===== src/rtl/row_chain_pkg.sv =====
// Purpose: shared constants for the serial row driver chain
// Assumes: one system clock at 10 MHz, shift clock sampled as a pin
// Notes: sizes are fixed by the display geometry
package row_chain_pkg;
   localparam int ROWS = 7;
   localparam int CHARS = 4;
   localparam int STAGES = 28;
   localparam int COLUMNS = 5;
   localparam int CLK_HZ = 10000000;
   localparam int SHIFT_MAX_HZ = 3000000;
   localparam logic [27:0] CHAIN_RESET = 28'h0000000;
   localparam logic [1:0] BUF_DEPTH = 2'h2;
endpackage : row_chain_pkg


===== src/rtl/bit_buffer.sv =====
// Purpose: two-entry valid/ready buffer for serial data bits
// Assumes: one clock domain
// Notes: full and empty are exact; drain side may stall
`timescale 1ns/1ps
module bit_buffer
(
   input wire logic clk,
   input wire logic nrst,
   input wire logic inData,
   input wire logic inValid,
   output logic inReady,
   output logic outData,
   output logic outValid,
   input wire logic outReady
);
   logic [1:0] mem;
   logic [1:0] count;
   logic wrPtr;
   logic rdPtr;
   logic [1:0] next_mem;
   logic [1:0] next_count;
   logic next_wrPtr;
   logic next_rdPtr;
   logic doWrite;
   logic doRead;

   ////////////////////////////////////////////////////////////
   // handshake and next-state
   always_comb
   begin
      doWrite = inValid && (count != row_chain_pkg::BUF_DEPTH);
      doRead = (count != 2'h0) && outReady;
      next_mem = mem;
      if (doWrite)
      begin
         next_mem[wrPtr] = inData;
      end
      next_wrPtr = doWrite ? ~wrPtr : wrPtr;
      next_rdPtr = doRead ? ~rdPtr : rdPtr;
      next_count = count;
      if (doWrite && !doRead)
      begin
         next_count = count + 2'h1;
      end
      else if (doRead && !doWrite)
      begin
         next_count = count - 2'h1;
      end
   end

   // storage registers
   always_ff @(posedge clk or negedge nrst)
   begin
      if (!nrst)
      begin
         mem <= 2'h0;
         count <= 2'h0;
         wrPtr <= 1'b0;
         rdPtr <= 1'b0;
      end
      else
      begin
         mem <= next_mem;
         count <= next_count;
         wrPtr <= next_wrPtr;
         rdPtr <= next_rdPtr;
      end
   end

   assign inReady = (count != row_chain_pkg::BUF_DEPTH);
   assign outValid = (count != 2'h0);
   assign outData = mem[rdPtr];
endmodule : bit_buffer


===== src/rtl/serial_row_driver.sv =====
// Purpose: 28-stage serial-to-parallel chain driving row sinks of a 4-char 5x7 display
// Assumes: shift clock, data and blank arrive as pins and are synchronised to clk
// Notes: column anode drive passes through registered; column strobing is the controller's job
//
// Operation
// - twenty-eight stages, one per row sink
// - stage one enables its row sink
// - falling shift clock advances chain one stage
// - first bit lands at rightmost row seven
// - last bit controls leftmost row one
// - column input shared by all four characters
// - last stage drives serial data output
// - blank low disables every row sink
`timescale 1ns/1ps
module serial_row_driver
(
   input wire logic clk,
   input wire logic nrst,
   input wire logic shiftClock,
   input wire logic serialIn,
   input wire logic display_blank_control,
   input wire logic [4:0] column_anode_drive,
   output logic serialOut,
   output logic [27:0] rowSinkEnable,
   output logic [4:0] columnEnergize,
   output logic [27:0] ledLit
);
   logic [1:0] clkSync;
   logic [1:0] dataSync;
   logic [1:0] blankSync;
   logic [4:0] colSync0;
   logic [4:0] colSync1;
   logic prevClock;
   logic [27:0] serial_to_parallel_chain;
   logic [27:0] next_chain;
   logic next_serialOut;
   logic [27:0] next_rowSinkEnable;
   logic [4:0] next_columnEnergize;
   logic [27:0] next_ledLit;
   logic fallEdge;
   logic bufReady;
   logic bufData;
   logic bufValid;
   logic takeBit;
   logic bufWrite;
   logic [1:0] next_clkSync;
   logic [1:0] next_dataSync;
   logic [1:0] next_blankSync;
   logic [4:0] next_colSync0;
   logic [4:0] next_colSync1;
   logic next_prevClock;

   ////////////////////////////////////////////////////////////
   // row gating, shared by the sink and lit outputs
   function automatic logic [27:0] gate_rows(input logic enable, input logic [27:0] rows);
      logic [27:0] gated;
      gated = 28'h0000000;
      if (enable)
      begin
         gated = rows;
      end
      return gated;
   endfunction : gate_rows

   ////////////////////////////////////////////////////////////
   // shift clock: two flops, then a third for the edge compare
   always_comb
   begin
      next_clkSync = {clkSync[0], shiftClock};
      next_prevClock = clkSync[1]; // only the second flop is read
   end

   // shift clock registers; zero after reset, so no false fall
   always_ff @(posedge clk or negedge nrst)
   begin
      if (!nrst)
      begin
         clkSync <= 2'h0;
         prevClock <= 1'b0;
      end
      else
      begin
         clkSync <= next_clkSync;
         prevClock <= next_prevClock;
      end
   end

   ////////////////////////////////////////////////////////////
   // serial data: two flops, read only at a detected fall
   always_comb
   begin
      next_dataSync = {dataSync[0], serialIn};
   end

   // serial data registers
   always_ff @(posedge clk or negedge nrst)
   begin
      if (!nrst)
      begin
         dataSync <= 2'h0;
      end
      else
      begin
         dataSync <= next_dataSync;
      end
   end

   ////////////////////////////////////////////////////////////
   // blank pin: two flops, sinks stay off until it is seen high
   always_comb
   begin
      next_blankSync = {blankSync[0], display_blank_control};
   end

   // blank registers
   always_ff @(posedge clk or negedge nrst)
   begin
      if (!nrst)
      begin
         blankSync <= 2'h0;
      end
      else
      begin
         blankSync <= next_blankSync;
      end
   end

   ////////////////////////////////////////////////////////////
   // column drive: two flops per column bit
   always_comb
   begin
      next_colSync0 = column_anode_drive;
      next_colSync1 = colSync0;
   end

   // column drive registers
   always_ff @(posedge clk or negedge nrst)
   begin
      if (!nrst)
      begin
         colSync0 <= 5'h00;
         colSync1 <= 5'h00;
      end
      else
      begin
         colSync0 <= next_colSync0;
         colSync1 <= next_colSync1;
      end
   end

   // high-to-low of the shift clock; data caught at that edge
   assign fallEdge = prevClock && !clkSync[1];

   // a fall is refused only when both entries are taken; the free drain prevents that
   assign bufWrite = fallEdge && bufReady;

   ////////////////////////////////////////////////////////////
   // bit buffer between edge capture and chain, drain always ready
   bit_buffer u_buf
   (
      .clk(clk),
      .nrst(nrst),
      .inData(dataSync[1]),
      .inValid(bufWrite),
      .inReady(bufReady),
      .outData(bufData),
      .outValid(bufValid),
      .outReady(1'b1)
   );

   assign takeBit = bufValid;

   ////////////////////////////////////////////////////////////
   // chain next value; blank never reaches this group
   always_comb
   begin
      next_chain = serial_to_parallel_chain;
      if (takeBit)
      begin
         // new bit enters stage 0; after 28 shifts first bit sits in stage 27
         next_chain = {serial_to_parallel_chain[26:0], bufData};
      end
   end

   // chain register
   always_ff @(posedge clk or negedge nrst)
   begin
      if (!nrst)
      begin
         serial_to_parallel_chain <= row_chain_pkg::CHAIN_RESET;
      end
      else
      begin
         serial_to_parallel_chain <= next_chain;
      end
   end

   ////////////////////////////////////////////////////////////
   // output next values, from the chain's next value to save a cycle
   always_comb
   begin
      next_serialOut = next_chain[27];
      // blank gates sinks only, chain itself is untouched
      next_rowSinkEnable = gate_rows(blankSync[1], next_chain);
      next_columnEnergize = colSync1;
      next_ledLit = gate_rows(colSync1 != 5'h00, next_rowSinkEnable);
   end

   // output registers
   always_ff @(posedge clk or negedge nrst)
   begin
      if (!nrst)
      begin
         serialOut <= 1'b0;
         rowSinkEnable <= 28'h0000000;
         columnEnergize <= 5'h00;
         ledLit <= 28'h0000000;
      end
      else
      begin
         serialOut <= next_serialOut;
         rowSinkEnable <= next_rowSinkEnable;
         columnEnergize <= next_columnEnergize;
         ledLit <= next_ledLit;
      end
   end
endmodule : serial_row_driver


===== config.mk =====
export PLATFORM = sky130hd
export DESIGN_NAME = serial_row_driver
export DESIGN_NICKNAME = d
export VERILOG_FILES = /design/src/rtl/row_chain_pkg.sv /design/src/rtl/bit_buffer.sv /design/src/rtl/serial_row_driver.sv
export SDC_FILE = /design/constraint.sdc
export NUM_CORES = 1
export LEC_CHECK = 0
export BUFFER_PORTS_ARGS = -buffer_cell sky130_fd_sc_hd__buf_4
export CAP_MARGIN = 20
export CORE_UTILIZATION = 55
export DETAILED_ROUTE_END_ITERATION = 12
export GPL_ROUTABILITY_DRIVEN = 1
export PLACE_DENSITY = 0.86
export RECOVER_POWER = 100
export SLEW_MARGIN = 40
export SYNTH_ARGS = -nofsm -noshare
export SYNTH_HDL_FRONTEND = slang
export SYNTH_SLANG_ARGS = --single-unit

===== constraint.sdc =====
create_clock -name clk -period 4.6 [get_ports clk]
set_input_delay 0 -clock clk [delete_from_list [all_inputs] [get_ports clk]]
set_output_delay 0 -clock clk [all_outputs]
set_load 0.005 [all_outputs]

# Yosys cells after proc, flatten, opt, wreduce, memory -nomap -nowiden
# Cells that the tools add are included.
[classes] addsub=2 n_lt_le_gt_ge=3 eq_ne=1 n_mux=10 bitwise=2 reduce_logical=12
[op_table] op="28-bit two-way mux" n=3
[op_table] op="1-bit logical AND" n=6
[op_table] op="5-bit nonzero test" n=1
[op_table] op="1-bit by 2-bit less-than comparator with 1-bit output, second input constant" n=2
[op_table] op="2-bit two-way mux" n=2
[op_table] op="2-bit nonzero test" n=2
[op_table] op="1-bit logical NOT" n=3
[op_table] op="1-bit two-way mux" n=3
[op_table] op="2-bit by 1-bit adder with 2-bit output, second input constant" n=1
[op_table] op="2-bit bitwise mux" n=1
[op_table] op="2-bit != test, second input constant" n=1
[op_table] op="1-bit inverter" n=2
[op_table] op="2-bit by 1-bit subtractor with 2-bit output, second input constant" n=1
[op_table] op="1-bit demux with 1-bit select" n=1
[op_table] op="1-bit greater-or-equal comparator, second input constant" n=1
[totals] register_bits=113 in_bits=10 out_inout_bits=62 wordCells=45

# Longest topological paths before layout
[depth] word_depth=8 mapped_depth=6 ltp_nobuf=6

# Cells and area by module
# A second synthesis with hierarchy kept.
[hier_totals] hier_cells=259 hier_area_um2=3768.6
[by_module_without_submodules] module="serial_row_driver" instances=1 cells_each=237 area_each_um2=3480.8 seq_area_each_um2=2652.5
[by_module_without_submodules] module="bit_buffer" instances=1 cells_each=22 area_each_um2=287.8 seq_area_each_um2=150.1

# Worst setup path after synthesis
# OpenSTA, ideal clock, no wires.
[synth_path] path_type="reg-to-reg" from="register colSync1[0]" to="register ledLit[17]" setup_ns=0.125 t_arrival_ns=1.337 required_time_ns=4.475 setup_slack_ns=3.137 stages_incl_launch_ff=5 path_buffers=1 period_less_slack_ns=1.463 cell_sequence="dfrtp_1 > or4_4 > o21ai_4 > buf_6 > nor2_1"
[synth_via] elab_chain_cells=2
[synth_lines] element="start, declared" line="serial_row_driver.sv:32" text="logic [4:0] colSync1;"
[synth_lines] element="start signal, assigned" line="serial_row_driver.sv:147" text="colSync1 <= next_colSync1;"
[synth_lines] element="5-bit nonzero test" line="serial_row_driver.sv:206" text="next_ledLit = gate_rows(colSync1 != 5'h00, next_rowSinkEnable);"
[synth_lines] element="28-bit two-way mux" line="serial_row_driver.sv:58" text="if (enable)"
[synth_lines] element="named net next_ledLit[17]" line="serial_row_driver.sv:39" text="logic [27:0] next_ledLit;"
[synth_lines] element="end signal, assigned" line="serial_row_driver.sv:224" text="ledLit <= next_ledLit;"
[synth_lines] element="end, declared" line="serial_row_driver.sv:26" text="output logic [27:0] ledLit"
# The timed path passes the listed nets, and every way through them passes these cells.
# A chain may end at the register's enable or synchronous reset.

# Worst setup path in the final report
[layout_path] from="register colSync1[0]" to="register ledLit[3]"
# Same word-level chain as after synthesis.

==> impl_results.rst <==
.. list-table::
   :header-rows: 1

   * - Metric
     - Value
   * - Outcome
     - complete, but fails checks
   * - Violations in the final reports
     - max-capacitance violations, max-slew violations
   * - Vias per std cell
     - 4.777
   * - Clk_lat worst skew
     - 0.36 ns
   * - Total of warnings raised by yosys
     - 0
   * - Number of buffers inserted during clock tree synthesis
     - 9
   * - Height of the chip
     - 83.76 um
   * - Overall routing resource usage
     - a little under a fifth
   * - Area share of the largest cell type after synthesis
     - 76.24%
   * - Accumulated negative setup slack
     - 0 ns
   * - Post-synth top area cell
     - dfrtp_1
   * - Pin count of the biggest net entering global routing
     - 65
   * - Via count of the first global-routing pass
     - 2106
   * - Number of setup buffers added after CTS
     - 0
   * - Finished Layout Cells
     - 417
   * - Area taken by flip-flops and latches
     - 2803 um2
   * - Post-synthesis cell area
     - 3676 um2
   * - Remaining global-route overflow
     - 0
   * - Share of async-settable or async-resettable flops after synthesis
     - 100.0%
   * - Core Rows
     - 29
   * - Drt drc
     - 0
   * - Multi-input logic area
     - 705.7 um2
   * - Area Overhead vs Synth
     - 23.93%
   * - Final Hold Vio Count
     - 0
   * - CTS-repair resized insts
     - 0
   * - Worst slew margin relative to its limit
     - -32.03%
   * - Root Driver
     - clkbuf_8
   * - Placement-stage cell area
     - 4302 um2
   * - Most common cell in the synthesized netlist
     - dfrtp_1
   * - Fraction of final layout cells with drive strength greater than 1
     - 25.59%
   * - Pin slew with the least headroom to its limit
     - 1.967 ns
   * - # clock sinks
     - 112
   * - Pre-CTS WS
     - 2.738 ns
   * - Routed wirelength normalized by instance count
     - ~14 um
   * - Number of nets in the final layout
     - 346
   * - Kind of start point of the critical path
     - flop
   * - Unrepaired setup endpoints after global routing
     - false
   * - Critical Path End Type
     - flop
   * - Data arrival time at the worst-slack endpoint
     - 3.08 ns
   * - Classification of the worst setup path
     - reg -> reg
   * - CTS H-tree depth
     - 3
   * - Sum of net half-perimeters after detailed placement
     - 4.004 mm
   * - Antenna violations before repair
     - 0
   * - Dominant synthesized flop cell
     - dfrtp_1
   * - Maximum vdd ir drop
     - 0.0003625 V
   * - Global placement routability congestion
     - 0.6974
   * - IO Pins
     - 72
   * - Maximum clock frequency
     - 0.3428 GHz
   * - Total length of routed wires
     - 5.827 mm
   * - Clk slew on worst S/H paths
     - 0.10 ns
   * - Sequential share of the synthesized area
     - between 70% and 80%
   * - Core Area
     - 6386 um2
   * - First-iteration detailed-routing DRC count
     - 58
   * - Finish-stage setup viols
     - 0
   * - List of most frequent post-synthesis cells
     - 112 x dfrtp_1, 30 x nor2_1, 29 x nor2b_1
   * - Quantity of I/O buffers inserted on ports
     - 71
   * - Cell Count Post-Placement
     - slightly below 400
   * - Synth top area cells
     - dfrtp_1 76%, mux2i_1 7.6%, nor2b_1 4.9%, nor2_1 3.1%, inv_1 2.9%
   * - Total via count in the routed design
     - 1992
   * - Final worst slack
     - about 1.7 ns
   * - Wire length of the first global-routing pass
     - 10.03 mm
   * - Min cycle time layout
     - 2.917 ns
   * - Starting density of the core
     - a little under three fifths
   * - Final setup skew
     - 0.01019 ns
   * - Pins over their slew limit
     - 29
   * - Required time worst endpoint
     - about 4.8 ns
   * - Net Count, Synth
     - 260
   * - Die area
     - approximately 7000 um2
   * - Final cycle utilization of the critical path
     - 63.42%
   * - Hold Crit Class
     - in -> async
   * - Number of enable-type register cells in the synthesized netlist
     - 0
   * - Clock buffer depth
     - 2
   * - # Max-Cap Violations
     - 1
   * - Synthesized netlist cell count
     - ~250
   * - Largest fanout on the critical path
     - 28
   * - Router iterations before antenna repair
     - 4
   * - Area of all placed cells without fillers
     - ~4600 um2
   * - Power density cells
     - 655.9 nW/um2
   * - Flop and latch count out of synthesis
     - 112
   * - CTS tree
     - done
   * - Die W
     - about 84 um
   * - Number of fill cells in the layout
     - 441
   * - Hold Buf Count CTS
     - 9
   * - Leakage component of the power
     - 0.002335 uW
   * - Synthesized area divided by synthesized cell count
     - 14.76 um2
   * - Distinct cells, synth
     - 17
   * - Number of diodes added for antenna fixing
     - 0
   * - ANT nets after route
     - 0
==> metal layers <==
metal | up-vias | routed length (um) | GRT usage (%)
met4 | 0 | 106 | 7.088
li1 | 932 | - | -
met1 | 999 | 2465 | 23.99
met5 | - | 0 | 0
met3 | 12 | 232 | 5.539
met2 | 49 | 3022 | 30.38
==> cell usage in the layout, fill, tap and decap left out, drive strengths merged, types with 3 or more instances in the layout <==
master       synthesis  routed
buf                  5       3
clkbuf               3      81
clkinv               0       4
dfrtp              112     112
dlygate4sd3          0       9
inv                 28      28
mux2                 3       3
mux2i               28      28
nor2                30      30
nor2b               29      29
xor2                 3       3
==> report_power, final <==
part | internal, uW | switching [uW] | leakage [uW] | total (uW)
Sequential | 1330 | 147 | 0.00141 | 1480
Clock | 305 | 298 | 0.000110 | 603
Combinational | 450 | 455 | 0.000820 | 905
==> final timing paths <==
kind / startpoint / end / slack, ns / depth (start not counted)
max: colSync1[0] / ledLit[3] / 1.68 / 3
min: nrst / rowSinkEnable[21] / 0.18 / 2
max reg2reg: colSync1[0] / ledLit[3] / 1.68 / 3
min reg2reg: colSync0[2] / colSync1[2] / 0.35 / 0
max in group asynchronous: nrst / columnEnergize[3] / 3.41 / 3
min in group clk: serialIn / dataSync[0] / 0.30 / 2
==> registers in the layout, summed over array words and instances, names as in the netlist <==
| register | count |
|---|---|
| ledLit | 28 |
| serial_to_parallel_chain | 27 |
| rowSinkEnable | 28 |
| u_buf.mem | 2 |
| colSync1 | 5 |
| u_buf.count | 2 |
| colSync0 | 5 |
| dataSync | 2 |
| serialOut | 1 |
| blankSync | 2 |
| columnEnergize | 5 |
| clkSync | 2 |
| u_buf.rdPtr | 1 |
| u_buf.wrPtr | 1 |
| prevClock | 1 |
==> critical path, stage by stage (launching register included) <==
cell,delay [ns]
dfrtp_1,0.39
or4_2,0.67
o21ai_1,1.49
nor2_1,0.16
==> cells by family (layout without fill, tap and decap cells) <==
group	Yosys count	in the layout	share of synthesized area, %
mux	31	31	8.543
flops	112	112	76.24
compound gates	1	1	0.4426
fa+ha+maj	1	1	0.3403
xor+xnor	5	5	1.192
simple gates	63	63	9.054
buf+inv	36	127	4.186
==> layout make-up <==
cell class	count	area share, %
Clock buffer	10	2.801
Clock inverter	6	1.840
Inverter	28	2.307
Multi-Input combinational cell	101	15.49
Sequential cell	112	61.52
Tap cell	77	2.115
Timing Repair Buffer	83	13.92
==> per-stage QoR <==
step / util [%] / hold slack, ns / power, uW
CTS: 72.08 / 0.2708 / 3076
floorplan: - / -0.2956 / 1970
finish: 71.34 / 0.1848 / 2988
detailed placement: 67.36 / 0.1106 / 2467
global placement: 66.89 / 0.1083 / 2383
global route: 71.34 / 0.2262 / 3190
No activity file was read; power rests on OpenSTA's default activity.
